--- src/verilog/scd_pkg.sv ---
// Package: constants, types and helpers of the system clock divider control
package scd_pkg;

	// ----------------------------------------------------------------
	// Register map
	// ----------------------------------------------------------------
	localparam logic [7:0] SCD_ADDR_CLOCK_CONTROL = 8'h0E;
	localparam logic [7:0] SCD_CTRL_RESET = 8'h00;
	localparam logic [7:0] SCD_READ_UNMAPPED = 8'h00;

	// ----------------------------------------------------------------
	// Field positions of system_clock_control
	// ----------------------------------------------------------------
	localparam int unsigned SCD_BIT_DIV_SELECT_LO = 0;
	localparam int unsigned SCD_BIT_DIV_SELECT_HI = 1;
	localparam int unsigned SCD_BIT_POWER_MGMT_ENABLE = 2;
	localparam int unsigned SCD_BIT_SWITCHBACK_ENABLE = 3;
	localparam int unsigned SCD_BIT_STOP_SELECT = 4;

	// ----------------------------------------------------------------
	// Divide ratios as shift counts (ratio = 2 ** shift)
	// ----------------------------------------------------------------
	localparam logic [3:0] SCD_SHIFT_UNDIVIDED = 4'h0;
	localparam logic [3:0] SCD_SHIFT_SLOW = 4'h8;
	localparam int unsigned SCD_EXT_INT_COUNT = 4;

	// ----------------------------------------------------------------
	// Types
	// ----------------------------------------------------------------
	typedef struct packed {
		logic [SCD_EXT_INT_COUNT-1:0] ext_edge;
		logic [SCD_EXT_INT_COUNT-1:0] ext_enable;
		logic rx_enable;
		logic rx_line;
		logic tx_busy;
		logic spi_active;
		logic debug_active;
	} scd_wake_s;

	typedef struct packed {
		logic stop_select;
		logic switchback_enable;
		logic power_mgmt_enable;
		logic div_select_hi;
		logic div_select_lo;
	} scd_ctrl_s;

	// ----------------------------------------------------------------
	// Helpers
	// ----------------------------------------------------------------
	function automatic logic [3:0] scd_shift_of(input scd_ctrl_s ctrl);
		if (ctrl.power_mgmt_enable) begin
			scd_shift_of = SCD_SHIFT_SLOW;
		end else begin
			scd_shift_of = {2'h0, ctrl.div_select_hi, ctrl.div_select_lo};
		end
	endfunction : scd_shift_of

	function automatic logic [7:0] scd_last_count(input logic [3:0] shift);
		logic [8:0] span;
		span = 9'h001 << shift;
		scd_last_count = 8'(span - 9'h001);
	endfunction : scd_last_count

endpackage : scd_pkg

--- src/verilog/scd_clock_control.sv ---
// System clock divider control with slow mode, switch-back and stop select
//
// Overview of operation
// - Slow mode clear: divide by 1, 2, 4, 8 for select 00..11.
// - Slow mode set: all modules run at source rate over 256.
// - Every reset returns the divider to ratio 1.
// - Slow mode, switch-back on, programmed source active: slow mode clears itself.
// - While switch-back enable is 1 and a wake source is active, writes setting slow mode are ignored.
// - Switch-back acts only from divide-by-256 with switch-back enable at 1.
// - While slow mode is set, writes to both divide-select bits are blocked.
// - After switch-back or stop exit, run at the earlier divide-select ratio.
// - Enable 1 lets wake sources clear slow mode; enable 0 never does.
// - Wake source one: selected edge on an enabled external interrupt pin.
// - Masked external interrupt edges do not wake the clock.
// - Wake source two: receiver enabled and its input low (start bit).
// - Transmit activity also wakes; serial interrupt enable is irrelevant.
// - Wake source three: any SPI activity.
// - Wake source four: entry into active debug mode.
// - Writing 1 to stop select halts execution into stop state.
// - Stop select cleared by reset or enabled external interrupt; ratio unchanged.
//
// Design decisions made here: the plain strobed port and the register offsets.
`timescale 1ns/100ps
`default_nettype none

module scd_clock_control (
	input wire logic clk_i,
	input wire logic rst_n_i,
	input wire logic [7:0] reg_addr_i,
	input wire logic [7:0] reg_wdata_i,
	input wire logic reg_wr_i,
	input wire logic reg_rd_i,
	output logic [7:0] reg_rdata_o,
	input wire logic [scd_pkg::SCD_EXT_INT_COUNT-1:0] ext_int_edge_i,
	input wire logic [scd_pkg::SCD_EXT_INT_COUNT-1:0] ext_int_enable_i,
	input wire logic serial_rx_enable_i,
	input wire logic serial_rxd_i,
	input wire logic serial_tx_busy_i,
	input wire logic spi_active_i,
	input wire logic debug_active_i,
	output logic sysclk_tick_o,
	output logic [3:0] div_shift_o,
	output logic slow_mode_o,
	output logic stop_mode_o,
	output logic switchback_o
);

	// ----------------------------------------------------------------
	// Wake source gathering
	// ----------------------------------------------------------------
	scd_pkg::scd_wake_s wake;
	logic ext_wake;
	logic serial_wake;
	logic any_source;

	always_comb begin
		wake.ext_edge = ext_int_edge_i;
		wake.ext_enable = ext_int_enable_i;
		wake.rx_enable = serial_rx_enable_i;
		wake.rx_line = serial_rxd_i;
		wake.tx_busy = serial_tx_busy_i;
		wake.spi_active = spi_active_i;
		wake.debug_active = debug_active_i;
	end

	// Only edges whose interrupt is really allowed count
	assign ext_wake = |(wake.ext_edge & wake.ext_enable);
	// No serial interrupt enable term on purpose
	assign serial_wake = (wake.rx_enable & ~wake.rx_line) | wake.tx_busy;
	assign any_source = ext_wake | serial_wake | wake.spi_active | wake.debug_active;

	// ----------------------------------------------------------------
	// Control register state
	// ----------------------------------------------------------------
	scd_pkg::scd_ctrl_s ctrl_reg;
	scd_pkg::scd_ctrl_s ctrl_next;
	logic switchback_reg;
	logic switchback_next;
	logic wr_hit;
	logic rd_hit;
	logic armed;
	logic lock_slow;

	assign wr_hit = reg_wr_i && (reg_addr_i == scd_pkg::SCD_ADDR_CLOCK_CONTROL);
	assign rd_hit = reg_rd_i && (reg_addr_i == scd_pkg::SCD_ADDR_CLOCK_CONTROL);
	// Switch-back needs slow mode already in force and the enable set
	assign armed = ctrl_reg.power_mgmt_enable && ctrl_reg.switchback_enable;
	assign lock_slow = ctrl_reg.switchback_enable && any_source;

	always_comb begin
		ctrl_next = ctrl_reg;
		switchback_next = 1'b0;
		if (wr_hit) begin
			ctrl_next.switchback_enable = reg_wdata_i[scd_pkg::SCD_BIT_SWITCHBACK_ENABLE];
			if (reg_wdata_i[scd_pkg::SCD_BIT_STOP_SELECT]) begin
				ctrl_next.stop_select = 1'b1;
			end
			if (!ctrl_reg.power_mgmt_enable) begin
				// Divide select frozen while slow, keeps the pre-slow ratio
				ctrl_next.div_select_hi = reg_wdata_i[scd_pkg::SCD_BIT_DIV_SELECT_HI];
				ctrl_next.div_select_lo = reg_wdata_i[scd_pkg::SCD_BIT_DIV_SELECT_LO];
			end
			if (reg_wdata_i[scd_pkg::SCD_BIT_POWER_MGMT_ENABLE]) begin
				if (!lock_slow) begin
					ctrl_next.power_mgmt_enable = 1'b1;
				end
			end else begin
				ctrl_next.power_mgmt_enable = 1'b0;
			end
		end
		// Hardware clear beats a simultaneous write
		if (armed && any_source) begin
			ctrl_next.power_mgmt_enable = 1'b0;
			switchback_next = 1'b1;
		end
		// Stop exit only touches the stop bit; ratio bits stay as they are
		if (ext_wake) begin
			ctrl_next.stop_select = 1'b0;
		end
	end

	always_ff @(posedge clk_i or negedge rst_n_i) begin
		if (!rst_n_i) begin
			ctrl_reg <= scd_pkg::scd_ctrl_s'(scd_pkg::SCD_CTRL_RESET[4:0]);
			switchback_reg <= 1'b0;
		end else begin
			ctrl_reg <= ctrl_next;
			switchback_reg <= switchback_next;
		end
	end

	// ----------------------------------------------------------------
	// Register read port
	// ----------------------------------------------------------------
	logic [7:0] rdata_reg;
	logic [7:0] rdata_next;

	always_comb begin
		rdata_next = scd_pkg::SCD_READ_UNMAPPED;
		if (rd_hit) begin
			rdata_next[scd_pkg::SCD_BIT_DIV_SELECT_LO] = ctrl_reg.div_select_lo;
			rdata_next[scd_pkg::SCD_BIT_DIV_SELECT_HI] = ctrl_reg.div_select_hi;
			rdata_next[scd_pkg::SCD_BIT_POWER_MGMT_ENABLE] = ctrl_reg.power_mgmt_enable;
			rdata_next[scd_pkg::SCD_BIT_SWITCHBACK_ENABLE] = ctrl_reg.switchback_enable;
			rdata_next[scd_pkg::SCD_BIT_STOP_SELECT] = ctrl_reg.stop_select;
		end
	end

	always_ff @(posedge clk_i or negedge rst_n_i) begin
		if (!rst_n_i) begin
			rdata_reg <= scd_pkg::SCD_READ_UNMAPPED;
		end else begin
			rdata_reg <= rdata_next;
		end
	end

	// ----------------------------------------------------------------
	// Divider
	// ----------------------------------------------------------------
	logic [3:0] shift_req;

	assign shift_req = scd_pkg::scd_shift_of(ctrl_reg);

	scd_divider u_divider (
		.clk_i(clk_i),
		.rst_n_i(rst_n_i),
		.shift_req_i(shift_req),
		.tick_o(sysclk_tick_o),
		.shift_o(div_shift_o)
	);

	assign reg_rdata_o = rdata_reg;
	assign slow_mode_o = ctrl_reg.power_mgmt_enable;
	assign stop_mode_o = ctrl_reg.stop_select;
	assign switchback_o = switchback_reg;

endmodule : scd_clock_control

`default_nettype wire

--- src/verilog/scd_divider.sv ---
// Glitch-free clock enable divider that swaps ratio only on a period boundary
`timescale 1ns/100ps
`default_nettype none

module scd_divider (
	input wire logic clk_i,
	input wire logic rst_n_i,
	input wire logic [3:0] shift_req_i,
	output logic tick_o,
	output logic [3:0] shift_o
);

	// ----------------------------------------------------------------
	// State
	// ----------------------------------------------------------------
	logic [7:0] count_reg;
	logic [7:0] count_next;
	logic [3:0] shift_reg;
	logic [3:0] shift_next;
	logic tick_reg;
	logic tick_next;

	// ----------------------------------------------------------------
	// Next state
	// ----------------------------------------------------------------
	always_comb begin
		count_next = count_reg + 8'h01;
		shift_next = shift_reg;
		tick_next = 1'b0;
		// New ratio only at the end of a whole period, never mid-pulse
		if (count_reg == scd_pkg::scd_last_count(shift_reg)) begin
			count_next = 8'h00;
			shift_next = shift_req_i;
			tick_next = 1'b1;
		end
	end

	always_ff @(posedge clk_i or negedge rst_n_i) begin
		if (!rst_n_i) begin
			count_reg <= 8'h00;
			shift_reg <= scd_pkg::SCD_SHIFT_UNDIVIDED;
			tick_reg <= 1'b0;
		end else begin
			count_reg <= count_next;
			shift_reg <= shift_next;
			tick_reg <= tick_next;
		end
	end

	assign tick_o = tick_reg;
	assign shift_o = shift_reg;

endmodule : scd_divider

`default_nettype wire

--- config.mk ---
export PLATFORM = sky130hd
export DESIGN_NAME = scd_clock_control
export DESIGN_NICKNAME = d
export VERILOG_FILES = /design/src/verilog/scd_pkg.sv /design/src/verilog/scd_clock_control.sv /design/src/verilog/scd_divider.sv
export SDC_FILE = /design/constraint.sdc
export NUM_CORES = 1
export LEC_CHECK = 0
export BUFFER_PORTS_ARGS = -buffer_cell sky130_fd_sc_hd__buf_4
export CAP_MARGIN = 20
export CORE_ASPECT_RATIO = 0.9
export CORE_MARGIN = 3
export CORE_UTILIZATION = 48
export DETAILED_ROUTE_END_ITERATION = 8
export PLACE_DENSITY = 0.89
export SLEW_MARGIN = 30
export SYNTH_ARGS = -nofsm -noshare
export SYNTH_HDL_FRONTEND = slang
export SYNTH_HIERARCHICAL = 1
export SYNTH_SLANG_ARGS = --single-unit
--- constraint.sdc ---
create_clock -name clk_i -period 4.1 [get_ports clk_i]
set_input_delay 0.82 -clock clk_i [delete_from_list [all_inputs] [get_ports clk_i]]
set_output_delay 0.82 -clock clk_i [all_outputs]
set_load 0.005 [all_outputs]
==> metrics.log <==
[metrics] Synth Register Bits: 24
[metrics] Final Wtd Congestion: 0.780
[metrics] sequential element share of the synthesized area: 46.0%
[metrics] total of endpoints with negative setup slack in the final report: 0
[metrics] post-layout min period: 3290 ps
[metrics] library cells used by synthesis: 41
[metrics] remaining global-route overflow: 0
[metrics] initial DRC count: 38
[metrics] antenna violations before repair: 0
[metrics] largest area contributor in the netlist: dfrtp_1
[metrics] first-pass GRT wire length: 4.69 mm
[metrics] dominant combinational cell family by area after synthesis: simple AND/OR/NAND/NOR gates
[metrics] final hold slack: 373 ps
[metrics] area fraction of the dominant cell type after synthesis: 46.0%
[metrics] Pins Over Slew Limit: 0
[metrics] die area: 3380 um^2
[metrics] required arrival time at the worst endpoint: 4320 ps
[metrics] number of setup buffers added after CTS: 0
[metrics] per-instance average area after synthesis: 10.9 um^2
[metrics] total power after layout: 916 uW
[metrics] number of input and output port buffers inserted: 42
[metrics] diode count: 0
[metrics] worst slew pin tran: 828 ps
[metrics] clk_skew: 12.4 ps
[metrics] adder and majority gate portion of the synthesized area: 1.92%
[metrics] setup slack of the most critical reg-to-reg path: 810 ps
[metrics] maximum capacitance violations: 0
[metrics] count of endpoints failing hold in the final timing report: 0
[metrics] final standard cell area without fillers: 1670 um^2
[metrics] maximum frequency from static timing analysis: 0.304 GHz
[metrics] standard cell area after detailed placement: 1620 um^2
[metrics] compound-cell area share of the yosys netlist: 12.0%
[metrics] number of standard cells after synthesis: 120
[metrics] clock slew at the register clock pins of the worst setup and hold paths: 140 ps
[metrics] y dimension of the die: 55.5 um
[metrics] RSZ-0062 raised after global routing: false
[metrics] Slew Limit Headroom: 44.8%
[metrics] post-layout utilization of the core: 65.9%
[metrics] synth-to-layout area growth: 27.9%
[metrics] total routing usage reported by global routing: 18.1%
[metrics] flip-flop count of the largest register after layout: 8
[metrics] area of the placeable core: 2530 um^2
[metrics] total power per unit cell area: 549 nW/um^2
[metrics] Data arrival, critical path: 3510 ps
[metrics] wire length per cell after detailed routing: 14.6 um
[metrics] Ports: 49
[metrics] vias per std cell: 5.64
[metrics] result of the run: complete, no violations
[metrics] min setup slack post-route: 806 ps
[metrics] starting density of the core: 51.6%
[metrics] Clk Latency, worst-skew pair: 310 ps
[metrics] Max rail drop VDD: 0.255 mV
[metrics] sort of element at the start of the critical path: register
[metrics] total clock sinks: 24
[metrics] Critical path origin: u_divider/shift_o[2]
[metrics] number of buffers created by CTS: 3
[metrics] Resized Gates After CTS: 0
[metrics] first drt pass iteration count: 4
[metrics] Final Instance Count excl. Fillers: 191
[metrics] class of the tightest hold or removal check: in -> async
[metrics] CTS Root Buffer Type: clkbuf_4
[metrics] Detail Placement HPWL: 2.20 mm
[metrics] leakage power: 0.800 nW
[metrics] number of global-route vias before repair: 1090
[metrics] Crit Reg-Reg Startpoint: u_divider/shift_o[2]
[metrics] Rows: 17
[metrics] post-synthesis simple-gate area fraction: 22.4%
[metrics] CTS tree: yes
[metrics] endpoint of the worst-slack reg-to-reg timing path: u_divider/shift_o[0]
[metrics] Yosys warning count: 6
[metrics] H-tree levels: 1
[metrics] Total Routed Length: 2.79 mm
[metrics] width of the die: 61.0 um
[metrics] number of buffers inserted for hold repair after clock tree synthesis: 0
[metrics] number of remaining DRC errors: 0
[metrics] maximum number of buffers from clock root to sink: 2
[metrics] combined area of all synthesized cells: 1310 um^2
[metrics] layout cell share with drive strength beyond 1: 34.4%
[metrics] fraction of synthesized area in multiplexers: 6.33%
[metrics] sum of negative setup slack: 0 ps
[metrics] path type of the worst setup path: reg -> reg
[metrics] placed cell count: 187
[metrics] maximum fanout along the worst path: 13
[metrics] post-placement worst setup slack: 819 ps
[metrics] Crit. End Element: register
[metrics] leading post-synthesis cells by cell area: dfrtp_1, xor2_1, nor2_1, and2_1, mux2_1
[metrics] XOR/XNOR Fraction of Synth Area: 6.04%
[metrics] DR vias: 1078
[metrics] count of cells along the worst register-to-register path: 7
[metrics] number of nets still failing antenna checks after routing: 0
[metrics] Final #Nets: 199
[metrics] pin count of the biggest net entering global routing: 25
[metrics] final critical-path share of the clock period: 80.3%
==> metal layers <==
layer / global-route usage (%) / share of wire [%]
met5: 0 / 0
met4: 5.26 / 1.0
met3: 3.74 / 7.0
met2: 31.6 / 51
met1: 21.6 / 41
==> power breakdown <==
part           switching, mW  internal (mW)  total, mW  leakage [nW]
registers             0.0851          0.290      0.375         0.320
clock network         0.0710         0.0987      0.170        0.0279
logic                  0.178          0.193      0.371         0.452
total                  0.334          0.582      0.916         0.800
==> cells in the mapped netlist <==
cell type / n
dfrtp_1: 24
nor2_1: 11
a21oi_1: 6
and2_1: 6
xor2_1: 6
nand2_1: 5
inv_1: 4
nor2b_1: 4
buf_4: 3
mux2_1: 3
mux2_2: 3
nand3_1: 3
o21ai_0: 3
xnor2_1: 3
a22oi_1: 2
a41oi_1: 2
buf_6: 2
ha_1: 2
nand4_1: 2
nor3_1: 2
nor4b_1: 2
o21a_1: 2
or3_1: 2
a2111oi_4: 1
a21o_1: 1
a21oi_2: 1
and3_1: 1
and4_1: 1
buf_2: 1
conb_1: 1
mux2_4: 1
nand2b_1: 1
nand4bb_1: 1
nor3b_1: 1
nor4_1: 1
nor4_4: 1
nor4bb_1: 1
o211ai_2: 1
o31ai_1: 1
or4_4: 1
or4b_4: 1
==> cells in the final DEF (no fill, tap or decap), types with 2 or more instances in the layout <==
cell	Yosys	final
a41oi_1	2	2
inv_1	4	4
xnor2_1	3	3
nor3_1	2	2
o21ai_0	3	3
conb_1	1	4
nor4b_1	2	2
dfrtp_1	24	24
nor2_1	11	11
nand4_1	2	2
nor2b_1	4	4
and2_1	6	6
xor2_1	6	6
a21oi_1	6	6
ha_1	2	2
buf_4	3	42
a22oi_1	2	2
or3_1	2	2
o21a_1	2	2
mux2_1	3	3
clkbuf_4	0	3
mux2_2	3	3
nand3_1	3	3
nand2_1	5	5
==> cell families (layout without fill, tap and decap cells) <==
| family | Yosys count | in the layout |
|---|---|---|
| xor+xnor | 9 | 9 |
| mux | 7 | 7 |
| compound gates | 20 | 20 |
| buf+inv | 10 | 50 |
| flops | 24 | 24 |
| other cells | 1 | 4 |
| simple gates | 47 | 47 |
| fa+ha+maj | 2 | 2 |
==> area by class of cell <==
type | count | area [um^2]
fillers | 203 | 862
multi-input cells | 89 | 651
flip-flops and latches | 24 | 601
repair buffers | 42 | 315
well taps | 28 | 35.0
clock inverters | 1 | 30.0
clock buffers | 3 | 22.5
inverters | 4 | 15.0
==> critical path, cell delays in order (launching register included) <==
cell and delay, ps:
dfrtp_1 500, or4_4 590, ha_1 270, or3_1 320, a21oi_1 180, o21ai_0 170
a2111oi_4 770, mux2_2 410
==> worst max-delay path by stage <==
stage	to	slack (ps)	cells after the start
finish	u_divider/shift_o[0]	810	7
global route	u_divider/shift_o[0]	620	7
CTS	u_divider/shift_o[0]	800	7
detailed placement	u_divider/shift_o[1]	820	7
global placement	u_divider/shift_o[0]	920	7
floorplan	u_divider/shift_o[2]	1200	9
No activity file was read; power rests on OpenSTA's default activity.
